--- src/common/sdcl_map.svh ---
`ifndef SDCL_MAP_SVH
`define SDCL_MAP_SVH

// ==========================================================
// register offsets (byte addresses, one aligned word each)
`define SDCL_REG_STATUS 8'h00
`define SDCL_REG_SHIFT 8'h04
`define SDCL_REG_CTRL 8'h08

// ==========================================================
// status register fields
`define SDCL_ST_FB_LSB 0
`define SDCL_ST_CODE_LSB 9
`define SDCL_ST_TEST_LSB 12
`define SDCL_ST_PAR_BIT 16
`define SDCL_ST_PDUP_BIT 17
`define SDCL_ST_PDDN_BIT 18
`define SDCL_ST_STATE_LSB 19

// ==========================================================
// control register fields and reset value
`define SDCL_CTRL_SOFT_RST_BIT 0
`define SDCL_CTRL_TEST_LOW_BIT 1
`define SDCL_CTRL_RST 2'h0

// ==========================================================
// configuration reset values
`define SDCL_FB_RST 9'h190
`define SDCL_CODE_RST 3'h0
`define SDCL_TEST_RST 2'h0

// ==========================================================
// fixed ratios and frame length
`define SDCL_REF_DIV 5'h10
`define SDCL_FRAME_BITS 14

`endif

--- src/common/sdcl_pkg.sv ---
package sdcl_pkg;

   // ==========================================================
   // active configuration
   typedef struct packed {
      logic [1:0] test_sel;
      logic [2:0] out_div_code;
      logic [8:0] feedback_div_bits;
   } sdcl_cfg_s;

   // ==========================================================
   // apb request from the master
   typedef struct packed {
      logic psel;
      logic penable;
      logic pwrite;
      logic [7:0] paddr;
      logic [31:0] pwdata;
   } sdcl_apb_req_s;

   // ==========================================================
   // which path owns the active configuration
   typedef enum logic [1:0] {
      LOAD_PARALLEL,
      LOAD_HELD,
      LOAD_SERIAL_PASS
   } sdcl_load_e;

   // half of the output divide ratio; all ratios even so duty stays 50%
   function automatic logic [4:0] sdcl_half_ratio(input logic [2:0] code);
      logic [4:0] half;
      case (code)
         3'h0: half = 5'h01;
         3'h1: half = 5'h02;
         3'h2: half = 5'h03;
         3'h3: half = 5'h04;
         3'h4: half = 5'h06;
         3'h5: half = 5'h08;
         3'h6: half = 5'h0C;
         default: half = 5'h10;
      endcase
      return half;
   endfunction

endpackage

--- src/hdl/sdcl_config.sv ---
// Contract
// - reference is the selected oscillator or test clock divided by sixteen
// - core runs at reference times the feedback divider value
// - each output equals core frequency over the selected output ratio
// - output divider keeps fifty percent duty at every ratio
// - parallel load low: dividers follow parallel feedback and output bits
// - parallel load rising: bits held until it falls or serial event
// - strapped parallel bits set dividers at power-up with no host
// - test output low in parallel mode
// - serial mode shifts data pin in on each rising shift clock
// - serial load rising copies shift register into dividers
// - serial load falling latches and holds the divider values
// - serial load high passes data to dividers on every shift clock
// - serial path loads feedback, output code and test select bits
// - test select: low, shift input, feedback output, output clock copy
// - master reset clears dividers, true outputs low, keeps configuration
// - reference select high picks oscillator, low picks test clock
`timescale 1ns/1ps
`include "sdcl_map.svh"

module sdcl_config
   import sdcl_pkg::*;
(
   // clock and reset
   input wire logic i_sys_clk,
   input wire logic i_rst,
   // reference clocks
   input wire logic i_xtal_clk,
   input wire logic i_test_clk,
   input wire logic i_ref_source_select,
   input wire logic i_pll_bypass_select,
   // parallel port
   input wire logic i_parallel_load_n,
   input wire logic [8:0] i_feedback_div_bits,
   input wire logic [2:0] i_out_div_code,
   // serial port
   input wire logic i_shift_clk,
   input wire logic i_shift_data,
   input wire logic i_shift_load,
   // reset pin
   input wire logic i_master_reset,
   // apb slave
   input wire sdcl_apb_req_s i_apb,
   output logic [31:0] o_prdata,
   output logic o_pready,
   output logic o_pslverr,
   // clock outputs
   output logic o_clk_out_a,
   output logic o_clk_out_a_n,
   output logic o_clk_out_b,
   output logic o_clk_out_b_n,
   output logic o_test
);

   // ==========================================================
   // pin synchronisers
   localparam int PINS = 21;
   logic [PINS-1:0] pin_raw;
   logic [PINS-1:0] pin_s1;
   logic [PINS-1:0] pin_s2;
   logic [PINS-1:0] pin_prev;

   assign pin_raw = {i_feedback_div_bits, i_out_div_code, i_xtal_clk, i_test_clk,
                     i_ref_source_select, i_pll_bypass_select, i_parallel_load_n,
                     i_shift_clk, i_shift_data, i_shift_load, i_master_reset};

   // no reset: pins flow through reset, so no false edge or zero strap follows it
   always_ff @(posedge i_sys_clk) begin
      pin_s1 <= pin_raw;
      pin_s2 <= pin_s1;
      pin_prev <= pin_s2;
   end

   logic [8:0] par_fb;
   logic [2:0] par_code;
   logic xtal_rise;
   logic test_rise;
   logic ref_sel;
   logic pll_on;
   logic pload_n;
   logic pload_rise;
   logic sclk_rise;
   logic sdata;
   logic sload;
   logic sload_rise;
   logic sload_fall;
   logic mr_pin;

   assign par_fb = pin_s2[20:12];
   assign par_code = pin_s2[11:9];
   assign xtal_rise = pin_s2[8] & ~pin_prev[8];
   assign test_rise = pin_s2[7] & ~pin_prev[7];
   assign ref_sel = pin_s2[6];
   assign pll_on = pin_s2[5];
   assign pload_n = pin_s2[4];
   assign pload_rise = pin_s2[4] & ~pin_prev[4];
   assign sclk_rise = pin_s2[3] & ~pin_prev[3];
   assign sdata = pin_s2[2];
   assign sload = pin_s2[1];
   assign sload_rise = pin_s2[1] & ~pin_prev[1];
   assign sload_fall = ~pin_s2[1] & pin_prev[1];
   assign mr_pin = pin_s2[0];

   // ==========================================================
   // control register and divider reset
   logic [1:0] ctrl;
   logic div_clear;

   assign div_clear = mr_pin | ctrl[`SDCL_CTRL_SOFT_RST_BIT];

   // ==========================================================
   // reference selection and fixed divide
   logic ref_edge;
   logic [4:0] ref_cnt;
   logic ref_tick;

   assign ref_edge = ref_sel ? xtal_rise : test_rise;

   always_ff @(posedge i_sys_clk) begin
      if (i_rst || div_clear) begin
         ref_cnt <= 5'h00;
         ref_tick <= 1'b0;
      end else begin
         ref_tick <= 1'b0;
         if (ref_edge) begin
            if (ref_cnt >= `SDCL_REF_DIV - 5'h01) begin
               ref_cnt <= 5'h00;
               ref_tick <= 1'b1;
            end else begin
               ref_cnt <= ref_cnt + 5'h01;
            end
         end
      end
   end

   // ==========================================================
   // serial shift register, msb first
   logic [`SDCL_FRAME_BITS-1:0] shreg;
   logic [`SDCL_FRAME_BITS-1:0] next_shreg;

   assign next_shreg = {shreg[`SDCL_FRAME_BITS-2:0], sdata};

   always_ff @(posedge i_sys_clk) begin
      if (i_rst) begin
         shreg <= '0;
      end else if (pload_n && sclk_rise) begin
         shreg <= next_shreg;
      end
   end

   // ==========================================================
   // active configuration and owning path
   sdcl_cfg_s cfg;
   sdcl_load_e load_state;

   always_ff @(posedge i_sys_clk) begin
      if (i_rst) begin
         cfg.feedback_div_bits <= `SDCL_FB_RST;
         cfg.out_div_code <= `SDCL_CODE_RST;
         cfg.test_sel <= `SDCL_TEST_RST;
      end else if (!pload_n) begin
         // straps reach the dividers with no host write
         cfg.feedback_div_bits <= par_fb;
         cfg.out_div_code <= par_code;
      end else if (pload_rise) begin
         // pin_prev is one edge behind pin_s2, so the last followed bits stay
         cfg <= cfg;
      end else if (sload && sclk_rise) begin
         cfg <= sdcl_cfg_s'(next_shreg);
      end else if (sload_rise) begin
         cfg <= sdcl_cfg_s'(shreg);
      end
   end

   always_ff @(posedge i_sys_clk) begin
      if (i_rst) begin
         load_state <= LOAD_PARALLEL;
      end else begin
         case (load_state)
            LOAD_PARALLEL: begin
               if (pload_n) begin
                  load_state <= LOAD_HELD;
               end
            end
            LOAD_HELD: begin
               if (!pload_n) begin
                  load_state <= LOAD_PARALLEL;
               end else if (sload_rise) begin
                  load_state <= LOAD_SERIAL_PASS;
               end
            end
            LOAD_SERIAL_PASS: begin
               if (!pload_n) begin
                  load_state <= LOAD_PARALLEL;
               end else if (sload_fall) begin
                  load_state <= LOAD_HELD;
               end
            end
            default: begin
               load_state <= LOAD_PARALLEL;
            end
         endcase
      end
   end

   // ==========================================================
   // core tick: system clock stands in for the oscillator core
   logic core_tick;

   assign core_tick = pll_on ? 1'b1 : ref_edge;

   // ==========================================================
   // feedback divider
   logic [8:0] fb_cnt;
   logic fb_tick;
   logic fb_out;

   always_ff @(posedge i_sys_clk) begin
      if (i_rst || div_clear) begin
         fb_cnt <= 9'h000;
         fb_tick <= 1'b0;
         fb_out <= 1'b0;
      end else begin
         fb_tick <= 1'b0;
         // a zero value would wrap only at 511 (0 - 1), dividing by 512; it simply holds the divider
         if (core_tick && cfg.feedback_div_bits != 9'h000) begin
            if (fb_cnt >= cfg.feedback_div_bits - 9'h001) begin
               fb_cnt <= 9'h000;
               fb_tick <= 1'b1;
               fb_out <= ~fb_out;
            end else begin
               fb_cnt <= fb_cnt + 9'h001;
            end
         end
      end
   end

   // ==========================================================
   // phase and frequency detector state
   logic pd_up;
   logic pd_dn;

   always_ff @(posedge i_sys_clk) begin
      if (i_rst || div_clear) begin
         pd_up <= 1'b0;
         pd_dn <= 1'b0;
      end else if (ref_tick && fb_tick) begin
         pd_up <= 1'b0;
         pd_dn <= 1'b0;
      end else if (ref_tick) begin
         pd_up <= ~pd_dn;
         pd_dn <= 1'b0;
      end else if (fb_tick) begin
         pd_dn <= ~pd_up;
         pd_up <= 1'b0;
      end
   end

   // ==========================================================
   // output divider and output stage
   logic div_clk;

   sdcl_out_div u_out_div (
      .i_sys_clk(i_sys_clk),
      .i_rst(i_rst),
      .i_tick(core_tick),
      .i_clear(div_clear),
      .i_half(sdcl_half_ratio(cfg.out_div_code)),
      .o_clk(div_clk)
   );

   always_ff @(posedge i_sys_clk) begin
      if (i_rst || div_clear) begin
         o_clk_out_a <= 1'b0;
         o_clk_out_a_n <= 1'b1;
         o_clk_out_b <= 1'b0;
         o_clk_out_b_n <= 1'b1;
      end else begin
         o_clk_out_a <= div_clk;
         o_clk_out_a_n <= ~div_clk;
         o_clk_out_b <= div_clk;
         o_clk_out_b_n <= ~div_clk;
      end
   end

   // ==========================================================
   // test output
   always_ff @(posedge i_sys_clk) begin
      if (i_rst || !pload_n || ctrl[`SDCL_CTRL_TEST_LOW_BIT]) begin
         o_test <= 1'b0;
      end else begin
         case (cfg.test_sel)
            2'h0: o_test <= 1'b0;
            2'h1: o_test <= sdata;
            2'h2: o_test <= fb_out;
            default: o_test <= div_clk;
         endcase
      end
   end

   // ==========================================================
   // apb slave: one wait state, then pready
   logic apb_access;
   logic apb_done;
   logic [31:0] status_word;

   assign apb_access = i_apb.psel & i_apb.penable;
   assign apb_done = apb_access & o_pready;

   always_comb begin
      status_word = 32'h00000000;
      status_word[`SDCL_ST_FB_LSB +: 9] = cfg.feedback_div_bits;
      status_word[`SDCL_ST_CODE_LSB +: 3] = cfg.out_div_code;
      status_word[`SDCL_ST_TEST_LSB +: 2] = cfg.test_sel;
      status_word[`SDCL_ST_PAR_BIT] = ~pload_n;
      status_word[`SDCL_ST_PDUP_BIT] = pd_up;
      status_word[`SDCL_ST_PDDN_BIT] = pd_dn;
      status_word[`SDCL_ST_STATE_LSB +: 2] = load_state;
   end

   always_ff @(posedge i_sys_clk) begin
      if (i_rst) begin
         o_pready <= 1'b0;
         o_pslverr <= 1'b0;
         o_prdata <= 32'h00000000;
      end else if (apb_access && !o_pready) begin
         o_pready <= 1'b1;
         o_pslverr <= 1'b0;
         o_prdata <= 32'h00000000;
         case (i_apb.paddr)
            `SDCL_REG_STATUS: o_prdata <= i_apb.pwrite ? 32'h00000000 : status_word;
            `SDCL_REG_SHIFT: o_prdata <= i_apb.pwrite ? 32'h00000000 : 32'(shreg);
            `SDCL_REG_CTRL: o_prdata <= i_apb.pwrite ? 32'h00000000 : 32'(ctrl);
            default: o_pslverr <= 1'b1;
         endcase
      end else begin
         o_pready <= 1'b0;
         o_pslverr <= 1'b0;
         o_prdata <= 32'h00000000;
      end
   end

   // writes land only on the completing edge; status and shift are read-only
   always_ff @(posedge i_sys_clk) begin
      if (i_rst) begin
         ctrl <= `SDCL_CTRL_RST;
      end else if (apb_done && i_apb.pwrite && i_apb.paddr == `SDCL_REG_CTRL) begin
         ctrl <= i_apb.pwdata[1:0];
      end
   end

endmodule // sdcl_config

--- src/hdl/sdcl_out_div.sv ---
`timescale 1ns/1ps

module sdcl_out_div
   import sdcl_pkg::*;
(
   // clock and reset
   input wire logic i_sys_clk,
   input wire logic i_rst,
   // control
   input wire logic i_tick,
   input wire logic i_clear,
   input wire logic [4:0] i_half,
   // divided clock
   output logic o_clk
);

   logic [4:0] cnt;

   // ==========================================================
   // equal high and low halves give the 50% duty
   always_ff @(posedge i_sys_clk) begin
      if (i_rst || i_clear) begin
         cnt <= 5'h00;
         o_clk <= 1'b0;
      end else if (i_tick) begin
         // a ratio change mid-count wraps at once instead of running long
         if (cnt >= i_half - 5'h01) begin
            cnt <= 5'h00;
            o_clk <= ~o_clk;
         end else begin
            cnt <= cnt + 5'h01;
         end
      end
   end

endmodule // sdcl_out_div

--- config.mk ---
export PLATFORM = sky130hd
export DESIGN_NAME = sdcl_config
export DESIGN_NICKNAME = d
export VERILOG_FILES = /design/src/common/sdcl_pkg.sv /design/src/hdl/sdcl_config.sv /design/src/hdl/sdcl_out_div.sv
export VERILOG_INCLUDE_DIRS = /design/src /design/src/common
export SDC_FILE = /design/constraint.sdc
export NUM_CORES = 1
export LEC_CHECK = 0
export BUFFER_PORTS_ARGS = -buffer_cell sky130_fd_sc_hd__clkbuf_2
export CAP_MARGIN = 10
export CORE_MARGIN = 1
export CORE_UTILIZATION = 35
export DETAILED_ROUTE_END_ITERATION = 7
export GPL_ROUTABILITY_DRIVEN = 0
export MAX_ROUTING_LAYER = met4
export PLACE_DENSITY_LB_ADDON = 0.1
export SLEW_MARGIN = 10
export SYNTH_ARGS = -nofsm -noshare
export SYNTH_HDL_FRONTEND = slang
export SYNTH_SLANG_ARGS = --single-unit
--- constraint.sdc ---
create_clock -name i_sys_clk -period 2.95 [get_ports i_sys_clk]
set_input_delay 0.59 -clock i_sys_clk [delete_from_list [all_inputs] [get_ports i_sys_clk]]
set_output_delay 0.59 -clock i_sys_clk [all_outputs]
set_load 0.02 [all_outputs]
# Yosys cells after proc, flatten, opt, wreduce, memory -nomap -nowiden
# Index checks and enable logic that the tools add are counted.
classes:
  addsub: 5
  mul: 0
  n_div: 0
  order_cmp: 3
  eq_ne: 17
  shift: 0
  muxes: 27
  bitwise: 24
  n_reduce_logical: 30
op_table:
  columns: ["op", "count"]
  rows:
  - ["$pmux W21 S3", 1]
  - ["$mux W14", 3]
  - ["$pmux W5 S7", 1]
  - ["$mux W12", 2]
  - ["$mux W21", 1]
  - ["$not A1 Y1", 15]
  - ["$mux W2", 6]
  - ["$add A5 B1 Y5 const B", 2]
  - ["$mux W5", 2]
  - ["$add A9 B1 Y9 const B", 1]
  - ["$eq A3 B3 Y1 const B", 3]
  - ["$ge A9 B9 Y1", 1]
  - ["$mux W9", 1]
  - ["$reduce_bool A9 Y1", 1]
  - ["$sub A9 B1 Y9 const B", 1]
  - ["$and A1 B1 Y1", 8]
  - ["$eq A8 B3 Y1 const B", 1]
  - ["$eq A8 B4 Y1 const B", 1]
  - ["$logic_not A8 Y1", 1]
  - ["$mux W1", 8]
  - ["$reduce_or A2 Y1", 4]
  - ["$logic_and A1 B1 Y1", 7]
  - ["$eq A3 B2 Y1 const B", 2]
  - ["$ne A3 B3 Y1 const B", 2]
  - ["19 further kinds", 31]
totals:
  regBits: 145
  latchBits: 0
  ram_bits: 0
  rom_bits: 0
  inputBits: 66
  output_inout_bits: 39
  wordCells: 130
  mem_count: 0

# Depth between registers and ports, before layout
# Gate-level depths: netlist (run 1).
depth:
  word_depth: 7
  ltp_mapped: 12
  ltp_nobuf: 11

# By module
# A second synthesis (run 1) with hierarchy kept.
hier_totals:
  hier_cells: 526
  area_unflattened_um2: 5042.3
by_module_without_submodules:
  columns: ["mod", "instances", "cells_each", "area_per_inst_um2", "seq_area_each_um2"]
  rows:
  - ["sdcl_config", 1, 470, 4550.6, 2442.3]
  - ["sdcl_out_div", 1, 56, 491.7, 120.1]

# Worst setup path after synthesis (run 1)
# No wires, ideal clock.
synth_timing:
  path_kind: "register to register"
  from: "register cfg[2] (netlist name)"
  to: "register fb_cnt[3]"
  setup_ns: 0.074
  arrival_time_ns: 2.362
  t_required_ns: 2.876
  path_slack_ns: 0.514
  stages_incl_launch_ff: 12
  n_path_buf: 2
  synth_period_minus_slack_ns: 2.436
  cell_sequence: "dfxtp_1 > buf_6 > nor4_4 > nand2_1 > or3_1 > a21oi_1 > ha_1 > and4_1 > a21oi_2 > buf_4 > nand3_1 > a31oi_1"
synth_between:
  elab_chain_len: 3
  word_cells_on_any_way: 5
  cone_classes: "add/sub (1); order compare (1); mux (1); reduce/logical (2)"
synth_rtl:
  columns: ["item", "line", "rtl"]
  rows:
  - ["start: declaration", "sdcl_config.sv:153", "sdcl_cfg_s cfg;"]
  - ["start signal: assignment", "sdcl_config.sv:167", "cfg <= cfg;"]
  - ["start signal: assignment", "sdcl_config.sv:169", "cfg <= sdcl_cfg_s'(next_shreg);"]
  - ["start signal: assignment", "sdcl_config.sv:171", "cfg <= sdcl_cfg_s'(shreg);"]
  - ["$sub A9 B1 Y9", "sdcl_config.sv:227", "if (fb_cnt >= cfg.feedback_div_bits - 9'h001) begin"]
  - ["$ge A9 B9 Y1", "sdcl_config.sv:227", null]
  - ["$mux W9", "sdcl_config.sv:227", null]
  - ["end signal: assignment", "sdcl_config.sv:232", "fb_cnt <= fb_cnt + 9'h001;"]
  - ["end: declaration", "sdcl_config.sv:214", "logic [8:0] fb_cnt;"]
# Several ways; a longest one is shown, not always the timed one.
# A chain may end at the register's enable or synchronous reset.

# Worst setup path in the final report (run 1)
layout_timing:
  from: "register cfg[0] (netlist name)"
  to: "register fb_out"
layout_between:
  elab_chain_len: 3
  word_cells_on_any_way: 5
  cone_classes: "add/sub (1); order compare (1); reduce/logical (3)"
layout_rtl:
  columns: ["item", "line", "rtl"]
  rows:
  - ["$sub A9 B1 Y9 / $reduce_bool A9 Y1 (equally long branches)", "sdcl_config.sv:227, sdcl_config.sv:226", null]
  - ["$ge A9 B9 Y1 / $logic_and A1 B1 Y1 (equally long branches)", "sdcl_config.sv:227, sdcl_config.sv:226", null]
  - ["$reduce_and A2 Y1 (no line) (*)", null, null]
  - ["end signal: assignment", "sdcl_config.sv:230", "fb_out <= ~fb_out;"]
  - ["end: declaration", "sdcl_config.sv:216", "logic fb_out;"]
# Every way passes the cells marked *; elsewhere a longest branch is shown, timed or not.

==> PnR_summary.wiki, run 1 <==
{| class="wikitable"
! Metric !! Value
|-
| Outcome || completed
|-
| Antenna violations before repair || 0
|-
| Final design instance area without fill || between 6000 and 7000 um^2
|-
| Power per Cell Area || roughly 700 nW/um^2
|-
| Count of non-filler cells in the finished layout || between 700 and 800
|-
| LEAKAGE || about 2.5 nW
|-
| Final clock period utilization by the worst path || 0.898
|-
| CTS tree || yes
|-
| Ordered cell list for the critical path || inv_1 > ha_1 > nand2b_1 > nor4b_4 > a21oi_1 > ha_1 > o21ai_0 > o21bai_1 > a21oi_2 > buf_4 > or3_1 > a21oi_1
|-
| Crit path max-delay cell type || sky130_fd_sc_hd__dfxtp_1
|-
| Synth unique cells || 54
|-
| Final-layout fill cell count || approximately 1400
|-
| Number of buffers added by the clock tree synthesis step || 17
|-
| Slew at the pin with the worst max-slew slack || between 0.6 and 0.7 ns
|-
| Die Footprint || between 10000 and 15000 um^2
|-
| Count of maximum capacitance violations || 0
|-
| Grt ovf || 0
|-
| Total count of max-transition violations in the final report || 0
|-
| Total number of vias || roughly 3800
|-
| DP Area || approximately 5400 um^2
|-
| Core Footprint || 13900 um^2
|-
| Setup-violating endpoint count in the final report || 0
|-
| Grt peak-use layer || met2
|-
| Number of synthesized register bits || between 100 and 150
|-
| Number of synthesized flops with an enable pin || 0
|-
| Crit Path Max Fanout || 17
|-
| DR DRC count || 0
|-
| Worst IR drop on VDD || 0.000432 V
|-
| Endpoint kind of the worst setup timing path || flip-flop
|-
| Clock slew at the register clock pins of the worst setup and hold paths || roughly 0.060 ns
|-
| Pin count of the biggest net entering global routing || 33
|-
| Buffers inserted during post-CTS setup optimization || 0
|-
| CP arrival || roughly 3 ns
|-
| Clk buf depth || 2
|-
| Die boundary height || 122 um
|-
| Worst path required time || 3.29 ns
|-
| Final total power || 4.34 mW
|-
| Ant diodes || 0
|-
| Worst hold slack across all endpoints || about 0.27 ns
|-
| Synthesized area divided by synthesized cell count || approximately 9.5 um^2
|-
| Global Route met3 Usage || 0.0501
|-
| Cell type group with the largest total delay on the critical path || simple AND/OR/NAND/NOR gates
|-
| Predominant post-synthesis flop cell || sky130_fd_sc_hd__dfxtp_1
|-
| HPWL after detailed placement || 7.57 mm
|-
| Gate Count Post-Synth || ~530
|-
| Number of placed instances, taps included || 752
|-
| Number of ports placed on the die boundary || approximately 110
|-
| Count of clock tree sinks || 128
|-
| Most used standard cells in the synthesized netlist || 128 x sky130_fd_sc_hd__dfxtp_1, 71 x sky130_fd_sc_hd__nand2_1, 46 x sky130_fd_sc_hd__nor2_1
|-
| Endpoints failing hold || 0
|-
| Total wire length || ~11 mm
|-
| Number of cell rows || 43
|-
| ANT nets after route || 0
|-
| Type of the tightest min-delay check || primary input to flip-flop
|-
| Yosys synthesis warning count || 0
|-
| Startpoint Class || flip-flop
|-
| Fraction of synthesized cell area taken by the top area cell type || 0.511
|-
| Overall routing resource usage || 0.163
|-
| Top cell type by total area after synthesis || sky130_fd_sc_hd__dfxtp_1
|-
| Setup Total Neg Slack || 0 ns
|-
| Initial core utilization || 0.360
|-
| Average wire per cell in the routed design || around 14 um
|-
| Maximum clock frequency || 377 MHz
|-
| CP max stage delay || 0.35 ns
|-
| Most area-consuming cells after synthesis || sky130_fd_sc_hd__dfxtp_1 51%, sky130_fd_sc_hd__nand2_1 5.3%, sky130_fd_sc_hd__ha_1 5.0%
|-
| Detailed-routing iteration count for the pre-antenna-repair pass || 5
|-
| Buffering stage count on the worst path with inverters included || 2
|-
| Met2 layer usage reported by global route || 0.252
|-
| Net count reported at finish || approximately 680
|-
| Clk_lat worst skew || 0.42 ns
|-
| Die Wd || roughly 120 um
|-
| Vias per Instance || 4.90
|-
| Initial DRC Count || roughly 270
|-
| RSZ-0062 raised after global routing || no
|-
| Share of layout cells above drive strength 1 || 0.195
|-
| Most common cell in the synthesized netlist || sky130_fd_sc_hd__dfxtp_1
|-
| Via count of the first global-routing pass || 3635
|-
| Wire length of the first global-routing pass || 17.6 mm
|-
| Cell area after synthesis || roughly 5000 um^2
|-
| Setup clock skew after layout || between 0.01 and 0.015 ns
|-
| WS Path Type || flip-flop to flip-flop
|-
| Clk Tree Root Cell || sky130_fd_sc_hd__clkbuf_16
|-
| Asr flop ratio synth || 0
|-
| Headroom to the max-slew limit || 0.534
|-
| Share of synthesized area occupied by flip-flops and latches || 0.511
|-
| Number of buffer cells added on primary ports || a little over 60
|-
| Total number of H-tree levels || 4
|-
| Global routing met1 resource utilization || 0.193
|-
| Growth of design area from synthesis to finish || 21.2%
|-
| Minimum clock period || around 2.6 ns
|}
## repair_timing
action                     4_1_cts  5_1_grt
setup endpoints to repair        0        3
gates resized for setup          0        1
hold buffers                     0        0
## sequential cells by signal (all words and copies together) (netlist names), 2 cells and up
| register | flops |
|---|---|
| pin_s2 | 21 |
| cfg | 14 |
| shreg | 14 |
| load_state | 2 |
| pin_prev | 5 |
| u_out_div.cnt | 5 |
| o_prdata | 19 |
| ctrl | 2 |
| ref_cnt | 5 |
| fb_cnt | 9 |
| pin_s1 | 21 |
## cells by family after synthesis
group	synth area share
adder cells (fa/ha/maj)	0.0499
AND/OR/NAND/NOR	0.181
AO/OA/AOI/OAI	0.135
other	0.000747
multiplexers	0.0421
flip-flops	0.511
XOR/XNOR	0.0244
buffers and inverters	0.0563
## power by group
group | leakage, nW | internal, mW | switching, mW | total (mW)
combinational | 1.17 | 0.100 | 0.148 | 0.248
sequential | 1.05 | 1.79 | 0.0439 | 1.83
clock | 0.317 | 1.48 | 0.777 | 2.26
total | 2.54 | 3.37 | 0.969 | 4.34
## metal layers
metal  up-vias  share of wire
li1       1939              -
met1      1809           0.47
met2        81           0.46
met3        14          0.043
met4         0          0.023
met5         -              0
## path summary, 6_finish.rpt
kind | slack [ns] | start | cells after the start | endpoint
max | 0.30 | cfg[0]$_SDFFE_PP0P_ | 12 | fb_out$_SDFFE_PP0P_
min | 0.27 | i_out_div_code[1] | 1 | pin_s1[10]$_DFF_P_
max reg2reg | 0.30 | cfg[0]$_SDFFE_PP0P_ | 12 | fb_out$_SDFFE_PP0P_
min reg2reg | 0.32 | pin_s1[4]$_DFF_P_ | 0 | pin_s2[4]$_DFF_P_
## through the flow
step	utilization	setup WS [ns]
final	0.437	0.300
after global routing	0.437	0.0135
after CTS	0.437	0.247
after detailed placement	0.390	0.272
after global placement	0.390	0.351
after floorplan	-	0.514
## layout make-up
cell class / instances / area (um^2) / area share
clock buffer: 20 / 467 / 0.0767
clock inverter: 12 / 181 / 0.0298
inverter: 15 / 56.3 / 0.00926
multi-input combinational: 359 / 2220 / 0.365
sequential: 128 / 2560 / 0.421
tap: 180 / 225 / 0.0370
timing repair buffer: 70 / 373 / 0.0613
## cell usage in the layout (no fill, tap or decap), drive strengths merged, types with 10 or more instances in the layout
cell | synthesis | final
dfxtp | 128 | 128
o211ai | 10 | 10
nand3 | 18 | 18
clkbuf | 17 | 81
nor3 | 11 | 11
a21oi | 42 | 42
nor2 | 47 | 47
ha | 20 | 20
conb | 1 | 13
nand2 | 71 | 71
mux2i | 20 | 20
o21ai | 14 | 14
a22oi | 12 | 12
inv | 15 | 16
## worst reg2reg max path, delay by kind of cell (launching register included)
family | cells | cell delay (ns)
AND/OR/NAND/NOR | 3 | 0.75
buffers and inverters | 2 | 0.32
flip-flops | 1 | 0.35
AO/OA/AOI/OAI | 5 | 0.60
adder cells (fa/ha/maj) | 2 | 0.55
No activity file was read; power rests on OpenSTA's default activity.
==> run 2: changes to the inputs <==
--- a/config.mk
+++ b/config.mk
@@ -19,2 +19,3 @@
 export SYNTH_HDL_FRONTEND = slang
 export SYNTH_SLANG_ARGS = --single-unit
+export TNS_END_PERCENT = 20
==> constraint.sdc (replaced) <==
create_clock -name i_sys_clk -period 2.64 [get_ports i_sys_clk]
set_input_delay 0.528 -clock i_sys_clk [delete_from_list [all_inputs] [get_ports i_sys_clk]]
set_output_delay 0.528 -clock i_sys_clk [all_outputs]
set_load 0.1 [all_outputs]
==> PnR_summary.wiki, run 2 (synthesis results as in run 1) <==
{| class="wikitable"
! Metric !! Value
|-
| Outcome || completed (unchanged)
|-
| Grt peak-use layer || met2 (unchanged)
|-
| Share of layout cells above drive strength 1 || 0.220 (was 0.195)
|-
| Number of cell rows || 43 (unchanged)
|-
| CTS tree || yes (unchanged)
|-
| Hold Path Origin || i_feedback_div_bits[4] (was i_out_div_code[1])
|-
| Slew at the pin with the worst max-slew slack || 0.714 ns (was 0.697 ns)
|-
| DR DRC count || 0 (unchanged)
|-
| Minimum clock period || 2.48 ns (was 2.65 ns)
|-
| Total number of H-tree levels || 4 (unchanged)
|-
| Most frequent standard cell in the layout excluding fill and tap cells || sky130_fd_sc_hd__dfxtp_1 (unchanged)
|-
| Terminus of the critical flop-to-flop path || u_out_div.cnt[1]$_SDFFE_PP0N_ (was fb_out$_SDFFE_PP0P_)
|-
| Overall routing resource usage || 0.164 (was 0.163)
|-
| Setup-violating endpoint count in the final report || 0 (unchanged)
|-
| Destination of the worst hold path || pin_s1[16]$_DFF_P_ (was pin_s1[10]$_DFF_P_)
|-
| Initial core utilization || 0.360 (unchanged)
|-
| Worst IR drop on VDD || 0.000409 V (was 0.000432 V)
|-
| Total wire length || 10.8 mm (was 10.7 mm)
|-
| Wire length of the first global-routing pass || 17.9 mm (was 17.6 mm)
|-
| Die boundary height || 122 um (unchanged)
|-
| Global routing met1 resource utilization || 0.209 (was 0.193)
|-
| Vias per Instance || 4.83 (was 4.90)
|-
| Ant diodes || 0 (unchanged)
|-
| Number of buffer cells added on primary ports || 61 (unchanged)
|-
| Commonest non-fill, non-tap cells in the layout || 124 x sky130_fd_sc_hd__dfxtp_1, 71 x sky130_fd_sc_hd__nand2_1, 61 x sky130_fd_sc_hd__clkbuf_2 (was 128 x sky130_fd_sc_hd__dfxtp_1, 71 x sky130_fd_sc_hd__nand2_1, 61 x sky130_fd_sc_hd__clkbuf_2)
|-
| Endpoints failing hold || 0 (unchanged)
|-
| WS Path Type || flip-flop to flip-flop (unchanged)
|-
| P_int || 3.66 mW (was 3.37 mW)
|-
| R2R setup slack || 0.16 ns (was 0.30 ns)
|-
| Headroom to the max-slew limit || 0.521 (was 0.534)
|-
| Power per Cell Area || 776 nW/um^2 (was 713 nW/um^2)
|-
| Worst path required time || 2.99 ns (was 3.29 ns)
|-
| Multi-input gate area in the final layout || 2250 um^2 (was 2220 um^2)
|-
| CP max stage delay || 0.38 ns (was 0.35 ns)
|-
| Total area of sequential cells || 2570 um^2 (was 2560 um^2)
|-
| Total count of max-transition violations in the final report || 0 (unchanged)
|-
| Die Footprint || 14800 um^2 (unchanged)
|-
| Net switching power || 1.16 mW (was 0.969 mW)
|-
| Final total power || 4.82 mW (was 4.34 mW)
|-
| Clock slew at the register clock pins of the worst setup and hold paths || 0.06 ns (about the same)
|-
| Worst hold path cell count || 1 (unchanged)
|-
| Clk buf depth || 2 (unchanged)
|-
| Final-layout fill cell count || 1322 (was 1380)
|-
| Detailed-routing iteration count for the pre-antenna-repair pass || 5 (unchanged)
|-
| Global Route met3 Usage || 0.0463 (was 0.0501)
|-
| Final clock period utilization by the worst path || 0.940 (was 0.898)
|-
| Number of buffers added by the clock tree synthesis step || 17 (unchanged)
|-
| Endpoint kind of the worst setup timing path || flip-flop (unchanged)
|-
| Startpoint Class || flip-flop (unchanged)
|-
| Pin count of the biggest net entering global routing || 33 (unchanged)
|-
| Net count reported at finish || 687 (was 677)
|-
| Cell type group with the largest total delay on the critical path || compound AO/OA/AOI/OAI gates (was simple AND/OR/NAND/NOR gates)
|-
| Grt ovf || 0 (unchanged)
|-
| Count of clock tree sinks || 128 (unchanged)
|-
| CP arrival || 2.83 ns (was 2.99 ns)
|-
| Number of placed instances, taps included || 758 (was 752)
|-
| Combinational Power Share || 0.079 (was 0.057)
|-
| Crit Path Max Fanout || 9 (was 17)
|-
| Die Wd || 122 um (unchanged)
|-
| Startpoint of the lowest-slack register-to-register path || cfg[9]$_SDFFE_PP0P_ (was cfg[0]$_SDFFE_PP0P_)
|-
| Average wire per cell in the routed design || 13.6 um (was 13.7 um)
|-
| Clk Tree Root Cell || sky130_fd_sc_hd__clkbuf_16 (unchanged)
|-
| Largest registers ranked by flip-flop count || pin_s1 (21), pin_s2 (21), o_prdata (19) (unchanged)
|-
| Type of the tightest min-delay check || primary input to flip-flop (unchanged)
|-
| Maximum clock frequency || 403 MHz (was 377 MHz)
|-
| Growth of design area from synthesis to finish || 23.7% (was 21.2%)
|-
| Depth of the worst register-to-register path || 9 (was 12)
|-
| Count of non-filler cells in the finished layout || 794 (was 784)
|-
| Part of the total power dissipated in sequential elements || 0.424 (was 0.422)
|-
| Setup clock skew after layout || 0.00611 ns (was 0.0115 ns)
|-
| Count of maximum capacitance violations || 0 (unchanged)
|-
| Buffering stage count on the worst path with inverters included || 0 (was 2)
|-
| LEAKAGE || 2.59 nW (was 2.54 nW)
|-
| Core Footprint || 13900 um^2 (unchanged)
|-
| Crit path max-delay cell type || sky130_fd_sc_hd__dfxtp_1 (unchanged)
|-
| Via count of the first global-routing pass || 3604 (was 3635)
|-
| Number of ports placed on the die boundary || 105 (unchanged)
|-
| HPWL after detailed placement || 7.61 mm (was 7.57 mm)
|-
| Antenna violations before repair || 0 (unchanged)
|-
| Clock share of power || 0.498 (was 0.521)
|-
| Initial DRC Count || 240 (was 266)
|-
| Clk_lat worst skew || 0.42 ns (about the same)
|-
| Fraction of power spent switching nets || 0.240 (was 0.223)
|-
| ANT nets after route || 0 (unchanged)
|-
| Met2 layer usage reported by global route || 0.244 (was 0.252)
|-
| Ordered cell list for the critical path || or2_2 > ha_1 > xnor2_1 > ha_1 > a21o_1 > a21o_1 > a211oi_1 > o21ai_1 > a21oi_1 (was inv_1 > ha_1 > nand2b_1 > nor4b_4 > a21oi_1 > ha_1 > o21ai_0 > o21bai_1 > a21oi_2 > buf_4 > or3_1 > a21oi_1)
|-
| Total number of vias || 3837 (was 3843)
|}
## run 2: cell count changes in the layout (fill, tap and decap cells not counted), sizes merged
cell / previous run / this run
inv: 16 / 17
clkinvlp: 1 / 3
buf: 9 / 18
bufinv: 4 / 3
clkbuf: 81 / 82
clkinv: 6 / 4
## run 2: per-stage QoR
stage	util	cell area (um^2)	setup WS (ns)	setup TNS (ns)	hold slack, ns
floorplan	-	5060	0.204	0	0.310
global placement	0.395	5510	0.131	0	0.311
detailed placement	0.395	5510	0.0436	0	0.312
CTS	0.439	6120	0.0235	0	0.190
global route	0.445	6210	-0.0188	-0.0188	0.189
finish	0.445	6210	0.159	0	0.206
## run 2: repair_timing
item                       4_1_cts  5_1_grt
setup buffers                    0        3
hold buffers                     0        0
gates resized for setup          0       13
setup endpoints to repair        0       16
hold endpoints to repair         0        0
## run 2: worst register-to-register path: stages, from the launching register on
cell	delay, ns
sky130_fd_sc_hd__dfxtp_1	0.38
sky130_fd_sc_hd__or2_2	0.34
sky130_fd_sc_hd__ha_1	0.22
sky130_fd_sc_hd__xnor2_1	0.18
sky130_fd_sc_hd__ha_1	0.27
sky130_fd_sc_hd__a21o_1	0.19
sky130_fd_sc_hd__a21o_1	0.17
sky130_fd_sc_hd__a211oi_1	0.32
sky130_fd_sc_hd__o21ai_1	0.20
sky130_fd_sc_hd__a21oi_1	0.16
## run 2: layer usage
metal,vias up,routed length [um]
met3,8,485
met5,-,0
met2,80,4990
met4,0,117
met1,1790,5240
li1,1959,-
## run 2: power by group through the flow
stage          registers [mW]  clock network [mW]  logic, mW
3_5_place_dp             2.08                   0      0.374
3_3_place_gp             2.08                   0      0.367
4_1_cts                  2.04                2.45      0.375
6_report                 2.04                2.40      0.379
5_1_grt                  2.05                2.54      0.423
2_1_floorplan            2.08                   0      0.291
## run 2: how the worst max path moves through the flow
stage	start	end	cells past startpoint
3_3_place_gp	cfg[10]$_SDFFE_PP0P_	u_out_div.cnt[1]$_SDFFE_PP0N_	10
4_1_cts	cfg[10]$_SDFFE_PP0P_	u_out_div.cnt[1]$_SDFFE_PP0N_	10
2_1_floorplan	cfg[2]$_SDFFE_PP0P_	fb_cnt[3]$_SDFFE_PP0P_	11
3_5_place_dp	cfg[10]$_SDFFE_PP0P_	u_out_div.cnt[1]$_SDFFE_PP0N_	10
6_report	cfg[9]$_SDFFE_PP0P_	u_out_div.cnt[1]$_SDFFE_PP0N_	9
5_1_grt	cfg[2]$_SDFFE_PP0P_	fb_cnt[4]$_SDFFE_PP0P_	10
## run 2: layout make-up
| class | count | area share |
|---|---|---|
| inverters | 15 | 0.00907 |
| clock buffers | 20 | 0.0736 |
| multi-input cells | 359 | 0.363 |
| repair buffers | 80 | 0.0790 |
| well taps | 180 | 0.0363 |
| clock inverters | 12 | 0.0254 |
| flip-flops and latches | 128 | 0.414 |
==> run 3: changes to the inputs <==
Settings changed: CORE_MARGIN 1 to 2, CORE_UTILIZATION 35 to 54.
==> PnR_summary.wiki, run 3 (synthesis results as in run 1) <==
{| class="wikitable"
! Metric !! Value
|-
| Die Footprint || 10100 um^2 (was 14800 um^2)
|-
| Average wire per cell in the routed design || 13.6 um (about the same)
|-
| Total wire length || 9.75 mm (was 10.8 mm)
|-
| Worst path required time || 3.08 ns (was 2.99 ns)
|-
| Antenna violations before repair || 0 (unchanged)
|-
| RSZ-0062 raised after global routing || yes
|-
| Most frequent standard cell in the layout excluding fill and tap cells || sky130_fd_sc_hd__dfxtp_1 (unchanged)
|-
| Total count of max-transition violations in the final report || 0 (unchanged)
|-
| WS Path Type || flip-flop to flip-flop (unchanged)
|-
| Clk Tree Root Cell || sky130_fd_sc_hd__clkbuf_8 (was sky130_fd_sc_hd__clkbuf_16)
|-
| Final-layout fill cell count || 742 (was 1322)
|-
| Worst hold slack across all endpoints || 0.110 ns (was 0.206 ns)
|-
| Via count of the first global-routing pass || 3559 (was 3604)
|-
| Power per Cell Area || 784 nW/um^2 (was 776 nW/um^2)
|-
| Number of buffer cells added on primary ports || 61 (unchanged)
|-
| Overall routing resource usage || 0.213 (was 0.164)
|-
| CTS tree || yes (unchanged)
|-
| Clk buf depth || 2 (unchanged)
|-
| Crit Path Max Fanout || 17 (was 9)
|-
| Count of maximum capacitance violations || 0 (unchanged)
|-
| Outcome || completed (unchanged)
|-
| Detailed-routing iteration count for the pre-antenna-repair pass || 5 (unchanged)
|-
| Die boundary height || 100 um (was 122 um)
|-
| Share of layout cells above drive strength 1 || 0.206 (was 0.220)
|-
| Startpoint of the lowest-slack register-to-register path || cfg[0]$_SDFFE_PP0P_ (was cfg[9]$_SDFFE_PP0P_)
|-
| Count of clock tree sinks || 128 (unchanged)
|-
| Final clock period utilization by the worst path || 0.928 (was 0.940)
|-
| Clk_lat worst skew || 0.51 ns (was 0.42 ns)
|-
| Setup Total Neg Slack || 0 ns (unchanged)
|-
| Endpoints failing hold || 0 (unchanged)
|-
| Growth of design area from synthesis to finish || 19.3% (was 23.7%)
|-
| Headroom to the max-slew limit || 0.571 (was 0.521)
|-
| DR DRC count || 0 (unchanged)
|-
| ANT nets after route || 0 (unchanged)
|-
| LEAKAGE || 2.53 nW (was 2.59 nW)
|-
| Net count reported at finish || 679 (was 687)
|-
| Setup clock skew after layout || 0.00666 ns (was 0.00611 ns)
|-
| Setup-violating endpoint count in the final report || 0 (unchanged)
|-
| Minimum clock period || 2.45 ns (was 2.48 ns)
|-
| Number of buffers added by the clock tree synthesis step || 17 (unchanged)
|-
| Ant diodes || 0 (unchanged)
|-
| Maximum clock frequency || 408 MHz (was 403 MHz)
|-
| Number of cell rows || 35 (was 43)
|-
| Worst IR drop on VDD || 0.000431 V (was 0.000409 V)
|-
| Die Wd || 100 um (was 122 um)
|-
| Initial DRC Count || 165 (was 240)
|-
| Endpoint kind of the worst setup timing path || flip-flop (unchanged)
|-
| Vias per Instance || 5.38 (was 4.83)
|-
| Grt ovf || 0 (unchanged)
|-
| Wire length of the first global-routing pass || 16.4 mm (was 17.9 mm)
|-
| Slew at the pin with the worst max-slew slack || 0.640 ns (was 0.714 ns)
|-
| Initial core utilization || 0.551 (was 0.360)
|-
| Pin count of the biggest net entering global routing || 33 (unchanged)
|-
| Type of the tightest min-delay check || primary input to flip-flop (unchanged)
|-
| Core Footprint || 9110 um^2 (was 13900 um^2)
|-
| Number of ports placed on the die boundary || 105 (unchanged)
|-
| HPWL after detailed placement || 6.89 mm (was 7.61 mm)
|-
| Total number of vias || 3861 (was 3837)
|-
| Clock slew at the register clock pins of the worst setup and hold paths || 0.06 ns (about the same)
|-
| Source of the critical timing path || cfg[0]$_SDFFE_PP0P_ (was cfg[9]$_SDFFE_PP0P_)
|-
| Hold Path Origin || i_feedback_div_bits[4] (unchanged)
|-
| Largest registers ranked by flip-flop count || pin_s1 (21), pin_s2 (21), o_prdata (19) (unchanged)
|-
| Commonest non-fill, non-tap cells in the layout || 125 x sky130_fd_sc_hd__dfxtp_1, 71 x sky130_fd_sc_hd__nand2_1, 61 x sky130_fd_sc_hd__clkbuf_2 (was 124 x sky130_fd_sc_hd__dfxtp_1, 71 x sky130_fd_sc_hd__nand2_1, 61 x sky130_fd_sc_hd__clkbuf_2)
|-
| Total number of H-tree levels || 4 (unchanged)
|-
| CP arrival || 2.89 ns (was 2.83 ns)
|-
| Startpoint Class || flip-flop (unchanged)
|}
## run 3: changes by cell type in the layout (fill, tap and decap cells not counted), sizes merged
cell / before / now
clkinvlp: 3 / 2
inv: 17 / 21
clkbuf: 82 / 80
buf: 18 / 11
bufinv: 3 / 2
clkinv: 4 / 3
## run 3: worst max-delay path, cell delays in order, from the launching register on
cell,delay [ns]
sky130_fd_sc_hd__dfxtp_1,0.34
sky130_fd_sc_hd__inv_1,0.15
sky130_fd_sc_hd__ha_4,0.18
sky130_fd_sc_hd__nand2b_1,0.09
sky130_fd_sc_hd__nor4b_4,0.26
sky130_fd_sc_hd__a21oi_1,0.09
sky130_fd_sc_hd__ha_1,0.31
sky130_fd_sc_hd__and4_1,0.26
sky130_fd_sc_hd__a21oi_2,0.09
sky130_fd_sc_hd__buf_12,0.16
sky130_fd_sc_hd__or3_1,0.31
sky130_fd_sc_hd__a21oi_1,0.14
## run 3: metrics by stage
stage	setup slack (ns)	power [mW]	util	std cells	instance area, um^2
after floorplan	0.204	2.37	-	541	5060
after global placement	0.135	2.43	0.590	685	5380
after detailed placement	0.0737	2.44	0.590	685	5380
after CTS	0.0521	4.73	0.655	717	5970
after global routing	-0.0131	4.87	0.657	717	5990
final	0.190	4.69	0.657	717	5990
## run 3: power breakdown
part	switching (mW)	leakage [nW]	internal, mW
combinational	0.251	1.19	0.120
clock	0.874	0.288	1.41
sequential	0.0437	1.05	2.00
## run 3: final cells by class
| type | count | area (um^2) | share of cell area |
|---|---|---|---|
| inverters | 15 | 56.3 | 0.00940 |
| repair buffers | 72 | 400 | 0.0669 |
| clock buffers | 19 | 442 | 0.0738 |
| flip-flops and latches | 128 | 2570 | 0.429 |
| clock inverters | 13 | 149 | 0.0249 |
| multi-input cells | 359 | 2240 | 0.373 |
| well taps | 111 | 139 | 0.0232 |
## run 3: final timing paths
check,to,slack [ns],cells past startpoint
worst max-delay path,fb_out$_SDFFE_PP0P_,0.19,11
worst min-delay path,pin_s1[16]$_DFF_P_,0.11,1
worst max register to register,fb_out$_SDFFE_PP0P_,0.19,11
worst min register to register,pin_s2[3]$_DFF_P_,0.33,0
## run 3: layer usage
layer,track usage,part of all wire
met1,0.273,0.47
met2,0.327,0.47
met3,0.0529,0.045
met4,0.0832,0.017
met5,-,0
## run 3: repair_timing
action,in CTS,in global routing
buffers inserted,0,0
endpoints found under the setup margin,0,15
hold buffers,0,0
gates resized for setup,0,7
